--- src/rccr_regs.svh ---
// Timing and geometry constants for the raster character refresh controller.
`ifndef RCCR_REGS_SVH
`define RCCR_REGS_SVH
`define RCCR_CLK_HZ        40000000
`define RCCR_DOT_W         5
`define RCCR_DOT_MOD       6
`define RCCR_LINES         7
`define RCCR_ROW_INTERVALS 9
`define RCCR_LINE_W        3
`define RCCR_CODE_W        6
`define RCCR_ROW_CHARS     40
`define RCCR_ROWS          12
`define RCCR_SEG_SPLIT     3'h4
`define RCCR_REFRESH_HZ    60
`define RCCR_MIN_REFRESH_HZ 30
`define RCCR_HOLD_MAX_MS   2
`define RCCR_PAGE_MIN_HZ_25C 500
`define RCCR_PAGE_MIN_HZ_70C 3000
`define RCCR_HOLD_MAX_CYC  ((`RCCR_CLK_HZ / 1000) * `RCCR_HOLD_MAX_MS)
`endif

--- src/rccr_pkg.sv ---
// Types shared by the raster character refresh controller.
package rccr_pkg;
	typedef enum logic [1:0] {
		RCCR_RECIRC   = 2'h0,
		RCCR_TRANSFER = 2'h1
	} rccr_phase_t;

	typedef struct packed {
		logic [7:0] seg_addr;
		logic       seg_a_cs_n;
		logic       seg_b_cs_n;
		logic       fifth_cs_n;
		logic       fifth_sel;
		logic [8:0] single_addr;
	} rccr_rom_t;

	typedef struct packed {
		logic page_clk_en;
		logic row_clk_en;
		logic row_from_page;
		logic page_from_row;
	} rccr_mem_t;
endpackage : rccr_pkg

--- src/rccr_top.sv ---
// Raster character refresh controller: counters, memory sequencing, serializer.
// What this block does
// - At row end, route row register output into page store, load next row.
// - Hold page store still while row register recirculates once per dot line.
// - After the last row, reload the first row group and repeat.
// - Refresh full page at least 30 to 35 times a second, 60 Hz preferred; the defaults refresh at about 386 Hz.
// - Insert zero bits between characters when serializing dot lines.
// - Counters make the line address, track dots and spaces, steer memories.
// - Each row takes nine intervals: seven recirculations, two for transfer.
// - During transfer both sections shift at half the character rate.
// - Never leave the page store unclocked longer than 2 msec.
// - Page store clock meets 500 Hz at 25 C and 3 kHz at 70 C.
// - External logic may enter new characters into either section.
// - Multi-ROM address is 6-bit code plus two low line counter bits.
// - Active-low selects: first ROM lines one to four, second five to seven.
// - Fifth-bit ROM always enabled; line counter bit two picks its bit.
// - Single ROM gets 9-bit address and returns five dots in parallel.
// - Dot-and-space counter modulus is six for a five-dot font.
// - Line counter uses seven line states plus two reload states.
`timescale 1ns/1ps
`include "rccr_regs.svh"
module rccr_top #(
	parameter int DOT_CLK_DIV = 4,
	parameter int ROW_CHARS   = `RCCR_ROW_CHARS,
	parameter int ROWS        = `RCCR_ROWS,
	parameter int HOLD_MAX    = `RCCR_HOLD_MAX_CYC
) (
	input  wire logic                     clk_in,
	input  wire logic                     rst_n_in,
	input  wire logic [`RCCR_CODE_W-1:0]  row_code_in,
	input  wire logic [`RCCR_DOT_W-1:0]   seg_a_dots_in,
	input  wire logic [`RCCR_DOT_W-1:0]   seg_b_dots_in,
	input  wire logic [1:0]               fifth_dots_in,
	input  wire logic [`RCCR_DOT_W-1:0]   single_dots_in,
	input  wire logic                     use_single_in,
	input  wire logic                     entry_row_in,
	input  wire logic                     entry_page_in,
	output rccr_pkg::rccr_rom_t           rom_out,
	output rccr_pkg::rccr_mem_t           mem_out,
	output logic [`RCCR_LINE_W-1:0]       line_sel_out,
	output logic                          video_out,
	output logic                          frame_start_out
);
	localparam int CW = $clog2(ROW_CHARS);
	localparam int RW = $clog2(ROWS);

	// Reset release through two flops; only the second copy is used.
	logic rst_meta_reg;
	logic rst_sync_reg;
	always_ff @(posedge clk_in or negedge rst_n_in) begin
		if (!rst_n_in) begin
			rst_meta_reg <= 1'b0;
			rst_sync_reg <= 1'b0;
		end else begin
			rst_meta_reg <= 1'b1;
			rst_sync_reg <= rst_meta_reg;
		end
	end
	wire logic rst_n = rst_sync_reg;

	// Counter state: dot divider, dot/space, character, line, row.
	logic [7:0]              div_reg, div_next;
	logic [2:0]              dot_reg, dot_next;
	logic [CW-1:0]           chr_reg, chr_next;
	logic [3:0]              line_reg, line_next;
	logic [RW-1:0]           row_reg, row_next;
	logic [4:0]              shift_reg, shift_next;
	logic                    half_reg, half_next;
	logic                    video_reg, video_next;
	logic                    frame_reg, frame_next;
	logic [31:0]             hold_reg, hold_next;
	rccr_pkg::rccr_phase_t   phase;
	rccr_pkg::rccr_mem_t     mem_next, mem_reg;
	logic                    dot_tick, chr_end, row_end;
	logic [`RCCR_DOT_W-1:0]  dots;

	assign dot_tick = (div_reg == 8'(DOT_CLK_DIV - 1));
	assign chr_end  = dot_tick && (dot_reg == 3'(`RCCR_DOT_MOD - 1));
	assign row_end  = chr_end && (chr_reg == CW'(ROW_CHARS - 1));
	// Lines 0..6 show dots, 7..8 are the reload gap.
	assign phase = (line_reg < 4'(`RCCR_LINES)) ? rccr_pkg::RCCR_RECIRC
		: rccr_pkg::RCCR_TRANSFER;

	// Dot line assembly from either ROM arrangement.
	always_comb begin
		if (use_single_in)
			dots = single_dots_in;
		else if (line_reg[2])
			dots = {seg_b_dots_in[4:1], fifth_dots_in[1]};
		else
			dots = {seg_a_dots_in[4:1], fifth_dots_in[0]};
	end

	// Next-state logic of the counters and serializer.
	always_comb begin
		div_next   = dot_tick ? 8'h00 : div_reg + 8'h01;
		dot_next   = dot_reg;
		chr_next   = chr_reg;
		line_next  = line_reg;
		row_next   = row_reg;
		shift_next = shift_reg;
		half_next  = half_reg;
		video_next = video_reg;
		frame_next = 1'b0;
		mem_next   = '0;
		hold_next  = hold_reg + 32'h1;
		if (dot_tick) begin
			// Modulus six gives five dots then one space.
			dot_next = chr_end ? 3'h0 : dot_reg + 3'h1;
			// Dot four leaves at once, so only dots three to zero are held.
			if (dot_reg == 3'h0 && phase == rccr_pkg::RCCR_RECIRC)
				shift_next = {dots[3:0], 1'b0};
			else
				shift_next = {shift_reg[3:0], 1'b0};
			// Space slot and reload gap emit zero.
			video_next = (phase == rccr_pkg::RCCR_RECIRC)
				&& (dot_reg != 3'(`RCCR_DOT_MOD - 1))
				&& ((dot_reg == 3'h0) ? dots[4] : shift_reg[4]);
		end
		if (chr_end) begin
			chr_next = row_end ? '0 : chr_reg + CW'(1);
			half_next = ~half_reg;
			if (phase == rccr_pkg::RCCR_RECIRC) begin
				// Page store idle, row register recirculates.
				mem_next.row_clk_en = 1'b1;
			end else if (half_reg) begin
				// Half character rate shift of both sections.
				mem_next.row_clk_en    = 1'b1;
				mem_next.page_clk_en   = 1'b1;
				mem_next.row_from_page = 1'b1;
				mem_next.page_from_row = 1'b1;
			end
			// Outside entry steers data into either section.
			if (entry_row_in)
				mem_next.row_clk_en = 1'b1;
			if (entry_page_in)
				mem_next.page_clk_en = 1'b1;
		end
		if (row_end) begin
			half_next = 1'b0;
			// Nine intervals per row then wrap to line zero.
			line_next = (line_reg == 4'(`RCCR_ROW_INTERVALS - 1))
				? 4'h0 : line_reg + 4'h1;
			if (line_reg == 4'(`RCCR_ROW_INTERVALS - 1)) begin
				// Last row wraps to first group, page repeats.
				row_next   = (row_reg == RW'(ROWS - 1)) ? '0 : row_reg + RW'(1);
				frame_next = (row_reg == RW'(ROWS - 1));
			end
		end
		// Watchdog clock keeps dynamic charge alive.
		if (hold_reg >= 32'(HOLD_MAX - 1) && !mem_next.page_clk_en)
			mem_next.page_clk_en = 1'b1;
		if (mem_next.page_clk_en)
			hold_next = 32'h0;
	end

	// Counter and output registers.
	always_ff @(posedge clk_in or negedge rst_n) begin
		if (!rst_n) begin
			div_reg   <= 8'h00;
			dot_reg   <= 3'h0;
			chr_reg   <= '0;
			line_reg  <= 4'h0;
			row_reg   <= '0;
			shift_reg <= 5'h00;
			half_reg  <= 1'b0;
			video_reg <= 1'b0;
			frame_reg <= 1'b0;
			mem_reg   <= '0;
			hold_reg  <= 32'h0;
		end else begin
			div_reg   <= div_next;
			dot_reg   <= dot_next;
			chr_reg   <= chr_next;
			line_reg  <= line_next;
			row_reg   <= row_next;
			shift_reg <= shift_next;
			half_reg  <= half_next;
			video_reg <= video_next;
			frame_reg <= frame_next;
			mem_reg   <= mem_next;
			hold_reg  <= hold_next;
		end
	end

	// ROM addressing: both arrangements driven at once.
	always_comb begin
		rom_out.seg_addr    = {row_code_in, line_reg[1:0]};
		rom_out.seg_a_cs_n  = line_reg[2] | (phase != rccr_pkg::RCCR_RECIRC);
		rom_out.seg_b_cs_n  = ~line_reg[2] | (phase != rccr_pkg::RCCR_RECIRC);
		rom_out.fifth_cs_n  = 1'b0;
		rom_out.fifth_sel   = line_reg[2];
		rom_out.single_addr = {row_code_in, line_reg[2:0]};
	end

	assign mem_out         = mem_reg;
	assign line_sel_out    = line_reg[2:0];
	assign video_out       = video_reg;
	assign frame_start_out = frame_reg;

	// Checks beside the logic.
	property p_line_wrap;
		@(posedge clk_in) disable iff (!rst_n)
		(row_end && line_reg == 4'(`RCCR_ROW_INTERVALS - 1))
		|=> (line_reg == 4'h0);
	endproperty
	a_line_wrap: assert property (p_line_wrap) else $error("line no wrap");
	property p_line_range;
		@(posedge clk_in) disable iff (!rst_n)
		line_reg < 4'(`RCCR_ROW_INTERVALS);
	endproperty
	a_line_range: assert property (p_line_range) else $error("line range");
	property p_page_still;
		@(posedge clk_in) disable iff (!rst_n)
		(phase == rccr_pkg::RCCR_RECIRC && hold_reg < 32'(HOLD_MAX - 2)
		 && !entry_page_in) |=> !mem_reg.page_clk_en;
	endproperty
	a_page_still: assert property (p_page_still) else $error("page moved");
	property p_hold;
		@(posedge clk_in) disable iff (!rst_n) hold_reg < 32'(HOLD_MAX);
	endproperty
	a_hold: assert property (p_hold) else $error("page hold too long");
	property p_space;
		@(posedge clk_in) disable iff (!rst_n)
		(dot_tick && dot_reg == 3'(`RCCR_DOT_MOD - 1)) |=> !video_reg;
	endproperty
	a_space: assert property (p_space) else $error("space not zero");
	property p_dotmod;
		@(posedge clk_in) disable iff (!rst_n)
		dot_reg < 3'(`RCCR_DOT_MOD);
	endproperty
	a_dotmod: assert property (p_dotmod) else $error("dot modulus");
	property p_cs;
		@(posedge clk_in) disable iff (!rst_n)
		!(rom_out.seg_a_cs_n == 1'b0 && rom_out.seg_b_cs_n == 1'b0);
	endproperty
	a_cs: assert property (p_cs) else $error("two selects");
	property p_addr;
		@(posedge clk_in) disable iff (!rst_n)
		rom_out.single_addr[2:0] == line_sel_out;
	endproperty
	a_addr: assert property (p_addr) else $error("line addr");
	property p_xfer;
		@(posedge clk_in) disable iff (!rst_n)
		(chr_end && phase == rccr_pkg::RCCR_TRANSFER && half_reg)
		|=> (mem_reg.page_from_row && mem_reg.row_from_page);
	endproperty
	a_xfer: assert property (p_xfer) else $error("transfer missing");
endmodule : rccr_top

--- config.mk ---
export PLATFORM = sky130hd
export DESIGN_NAME = rccr_top
export DESIGN_NICKNAME = d
export VERILOG_FILES = /design/src/rccr_pkg.sv /design/src/rccr_top.sv
export VERILOG_INCLUDE_DIRS = /design/src
export SDC_FILE = /design/constraint.sdc
export NUM_CORES = 1
export LEC_CHECK = 0
export BUFFER_PORTS_ARGS = -buffer_cell sky130_fd_sc_hd__buf_4
export CAP_MARGIN = 25
export CORE_UTILIZATION = 60
export DETAILED_ROUTE_END_ITERATION = 8
export PLACE_DENSITY = 0.85
export SYNTH_ARGS = -nofsm -noshare
export SYNTH_HDL_FRONTEND = slang
export SYNTH_SLANG_ARGS = --single-unit
--- constraint.sdc ---
create_clock -name clk_in -period 6.06 [get_ports clk_in]
set_input_delay 1.818 -clock clk_in [delete_from_list [all_inputs] [get_ports clk_in]]
set_output_delay 1.818 -clock clk_in [all_outputs]
set_load 0.05 [all_outputs]
Yosys cells after proc, flatten, opt, wreduce, memory -nomap -nowiden
Index checks and enable logic that the tools add are counted.
{"block": "word_totals", "romBits": 0, "inputBits": 28, "n_memories": 0, "latchBits": 0, "ram_bits": 0, "ff_bits": 71, "output_inout_bits": 30, "word_cells": 69}
{"block": "classes", "n_reduce_logical": 12, "muxes": 23, "bitwise": 4, "magnitude_cmp": 2, "multipliers": 0, "add_sub_neg": 6, "shifts": 0, "eq_ne": 6, "div_mod_pow": 0}
{"operator": "adder 32 x 1 -> 32 bit, second input constant", "n": 1}
{"operator": ">= comparator 32 x 17 -> 1 bit, second input constant", "n": 1}
{"operator": "two-way mux 32 bit", "n": 1}
{"operator": "two-way mux 4 bit", "n": 4}
{"operator": "two-way mux 5 bit", "n": 3}
{"operator": "two-way mux 1 bit", "n": 11}
{"operator": "adder 4 x 1 -> 4 bit, second input constant", "n": 2}
{"operator": "adder 8 x 1 -> 8 bit, second input constant", "n": 1}
{"operator": "equality test 4 bit, second input constant", "n": 2}
{"operator": "equality test 8 x 2 -> 1 bit, second input constant", "n": 1}
{"operator": "two-way mux 8 bit", "n": 1}
{"operator": "adder 6 x 1 -> 6 bit, second input constant", "n": 1}
{"operator": "equality test 6 bit, second input constant", "n": 1}
{"operator": "logical AND 1 bit", "n": 6}
{"operator": "two-way mux 6 bit", "n": 1}
{"operator": "less-than comparator 4 x 3 -> 1 bit, second input constant", "n": 1}
{"operator": "nonzero test 2 bit", "n": 2}
{"operator": "adder 3 x 1 -> 3 bit, second input constant", "n": 1}
{"operator": "equality test 3 bit, second input constant", "n": 1}
{"operator": "logical NOT 3 bit", "n": 1}
{"operator": "two-way mux 3 bit", "n": 1}
{"operator": "!= test 3 bit, second input constant", "n": 1}
{"operator": "logical NOT 2 bit", "n": 1}
{"operator": "two-way mux 2 bit", "n": 1}
{"operator": "other kinds (4)", "n": 6}

Depth between registers and ports, before layout
{"block": "logic_depth", "depth_word": 10, "ltp_mapped": 7, "ltp_nobuf": 6}

Least setup slack after synthesis
OpenSTA, ideal clock, no wires.
{"block": "synth_path", "kind": "input -> output", "from": "input row_code_in[0]", "to": "output rom_out[15] (netlist bit)", "t_required_ps": 4242, "cell_stages": 1, "setup_slack_ps": 2254, "arrival_time_ps": 1988, "path_cell_list": "buf_4"}
{"element": "from (decl)", "line_no": "rccr_top.sv:30", "text": "input wire logic [`RCCR_CODE_W-1:0] row_code_in,"}
{"element": "to (decl)", "line_no": "rccr_top.sv:38", "text": "output rccr_pkg::rccr_rom_t rom_out,"}
No word-level cell between the ends.

Final worst setup path
{"block": "layout_path", "from": "input row_code_in[2]", "to": "output rom_out[5] (netlist bit)"}
No word-level cell between the ends.

==> summary.md <==
| Metric | Value |
|---|---|
| Outcome | `finished, final reports clean` |
| Starting Density | `0.636` |
| H-Tree Depth | `3` |
| #FFs+latches synth | `between 60 and 70` |
| CP max FO | `2` |
| P&R area growth vs syn | `11.9%` |
| Place WS | `2.42 ns` |
| Layout Cells excl Fill | `410` |
| Final Hold Vio Count | `0` |
| Rel. slew slack | `0.454` |
| Worst-path clk slew | `about 0.070 ns` |
| Skew-Pair Late Insertion Delay | `about 0.34 ns` |
| Pwr/cell area | `roughly 230 nW/µm²` |
| Share of cells above drive strength 1 | `0.191` |
| Post-DP HPWL | `between 3 and 4 mm` |
| CP Launch Type | `input pin` |
| Number of synthesized flops with an enable pin | `0` |
| Period utilization | `0.600` |
| Cell Area, Placed | `around 3500 µm²` |
| Number of I/O port buffers | `36` |
| RSZ-0062 raised after global routing | `no` |
| Final Max Tran Viols | `0` |
| CORE AREA | `around 5200 µm²` |
| Met1 Usage GRT | `0.253` |
| Post-CTS setup buffer count | `0` |
| Die height | `about 76 µm` |
| Internal | `between 600 and 700 µW` |
| TritonCTS Buffers | `9` |
| Ys flop type | `dfrtp_1` |
| Clk network pwr share | `0.424` |
| Worst VDD drop | `~140 µV` |
| Min Clock Period, post-route | `3.64 ns` |
| Row cnt | `26` |
| Post-synthesis cell count | `about 300` |
| First-pass GRT wire length | `roughly 9.3 mm` |
| Hold-fix buffers at CTS | `0` |
| Total grt overflow | `0` |
| Number of global-route vias before repair | `2176` |
| CP arrival | `~1.8 ns` |
| Routed Wire Length | `5.27 mm` |
| Die Span X | `about 76 µm` |
| Filler instances | `383` |
| Asr flop ratio synth | `1.00` |
| Sequential group share of total power | `0.546` |
| Ant. Diodes | `0` |
| GP Congestion | `between 0.7 and 0.8` |
| Register Area | `around 1700 µm²` |
| Post-detailed-route DRC marker count | `0` |
| Gr usage total | `0.201` |
| Max Root-Sink Buffers | `2` |
| Via count | `roughly 2200` |
| GR Layer Usage met2 | `0.333` |
| Wire per inst | `12.8 µm` |
| Largest register FFs | `32` |
| Largest net degree at the start of global routing | `between 60 and 70` |
| Critical Path Sink Type | `primary output` |
| Initial antenna violation count | `0` |
| Mapped cell area | `roughly 3300 µm²` |
| Crit path required time | `between 4 and 5 ns` |
| Slew @ Worst Pin | `about 0.8 ns` |
| CTS root buffer | `clkbuf_8` |
| Synthesis Warnings | `0` |
| Fin area | `~3700 µm²` |
| Power share of the combinational group | `0.030` |
| Setup tns final | `0 ns` |
| Pleak | `~0.0017 µW` |
| Final setup fails | `0` |
| Placed Cells | `~390` |
| CTS tree | `done` |
| Drt pass-1 iters | `6` |
| Sw frac | `0.209` |
| Syn Area/Cell | `around 11 µm²` |
| Commonest non-fill, non-tap cell in the layout | `dfrtp_1` |
| CP Class | `input pin to primary output` |
| Gr busiest metal | `met2` |
| Final #Nets | `372` |
| Most frequent cells in the layout | `dfrtp_1 (68), buf_4 (37), nand2_1 (23), nand3_1 (18), conb_1 (17)` |
| MaxCap Viol Count | `0` |
| Hold Crit Class | `register to register` |
| Die area | `5810 µm²` |
| Net switching power | `roughly 180 µW` |
| I/O pin cnt | `58` |
| Final ANT Viol Nets | `0` |
| Smallest setup slack after layout | `approximately 2.4 ns` |
| Initial drt markers | `72` |
| Register area share after synthesis | `0.522` |
| Reg2reg setup slack | `around 3.8 ns` |
| GR Util met3 | `0.0395` |
| Drt via density | `5.32` |
| Post-CTS Resized | `0` |
| Clk_skew | `slightly below 0.007 ns` |
| Area of the multi-input gates | `1390 µm²` |
| Max Fclk | `approximately 270 MHz` |
| Clk sinks | `69` |
| Cell variety after synth | `48` |
final timing paths:
kind / cells after the start / to / startpoint
setup / recovery: 0 / rom_out[5] / row_code_in[2]
hold / removal: 0 / rst_n / rst_meta_reg
setup reg to reg: 5 / mem_out[3] / div_reg[0]
hold reg to reg: 0 / rst_n / rst_meta_reg
max in group asynchronous: 1 / rst_n / rst_n_in
min in group asynchronous: 1 / hold_reg[16] / rst_n
area by class of cell:
type	instances	share of cell area
Timing Repair Buffer	37	0.0751
Multi-Input combinational cell	211	0.375
Inverter	7	0.00710
Clock buffer	12	0.0392
Sequential cell	69	0.467
Tap cell	70	0.0237
Clock inverter	4	0.0128
cells in the mapped netlist (2+ instances only):
library cell,n,area share
ha_1,9,0.034
or2_2,4,0.0076
xor2_1,12,0.032
and4_1,3,0.0079
nand3_1,18,0.027
buf_4,23,0.052
dfrtp_1,69,0.52
conb_1,2,0.0023
inv_1,7,0.0079
nor4_1,3,0.0057
a21oi_1,4,0.0061
or3_1,6,0.011
nor2_1,12,0.014
nand4_1,6,0.011
mux2_2,2,0.0068
or4_1,3,0.0068
nand2_1,23,0.026
clkbuf_1,6,0.0068
o21ai_0,15,0.023
xnor2_1,9,0.024
buf_2,2,0.0030
o41ai_1,3,0.0079
nor3_1,13,0.020
and2_1,3,0.0057
o31ai_1,4,0.0091
mux2i_1,11,0.033
and3_1,9,0.017
a211oi_1,4,0.0091
power groups by stage:
stage	clock network, µW	registers, µW	logic [µW]
3_3_place_gp	0	476	26.1
5_1_grt	389	468	30.1
6_report	363	468	25.8
3_5_place_dp	0	477	26.4
4_1_cts	370	468	26.4
2_1_floorplan	0	482	28.9
kinds of logic after synthesis:
kind of cell / after synthesis / synth area share
simple gates: 112 / 0.188
flops: 69 / 0.522
buf+inv: 40 / 0.0753
compound gates: 38 / 0.0787
xor+xnor: 21 / 0.0556
mux: 14 / 0.0446
fa+ha+maj: 9 / 0.0340
other cells: 2 / 0.00227
metrics by stage:
stage	power, µW	util	hold slack (ns)
finish	856	0.711	0.349
global route	887	0.711	0.363
CTS	864	0.711	0.351
detailed placement	503	0.674	0.336
global placement	502	0.674	0.337
floorplan	511	-	0.331
metal layers:
metal | up-vias | wire [µm]
li1 | 1104 | -
met4 | 0 | 93
met5 | - | 0
met3 | 14 | 249
met2 | 50 | 2490
met1 | 1014 | 2430
Note: power is estimated with default switching activity, not from simulation.
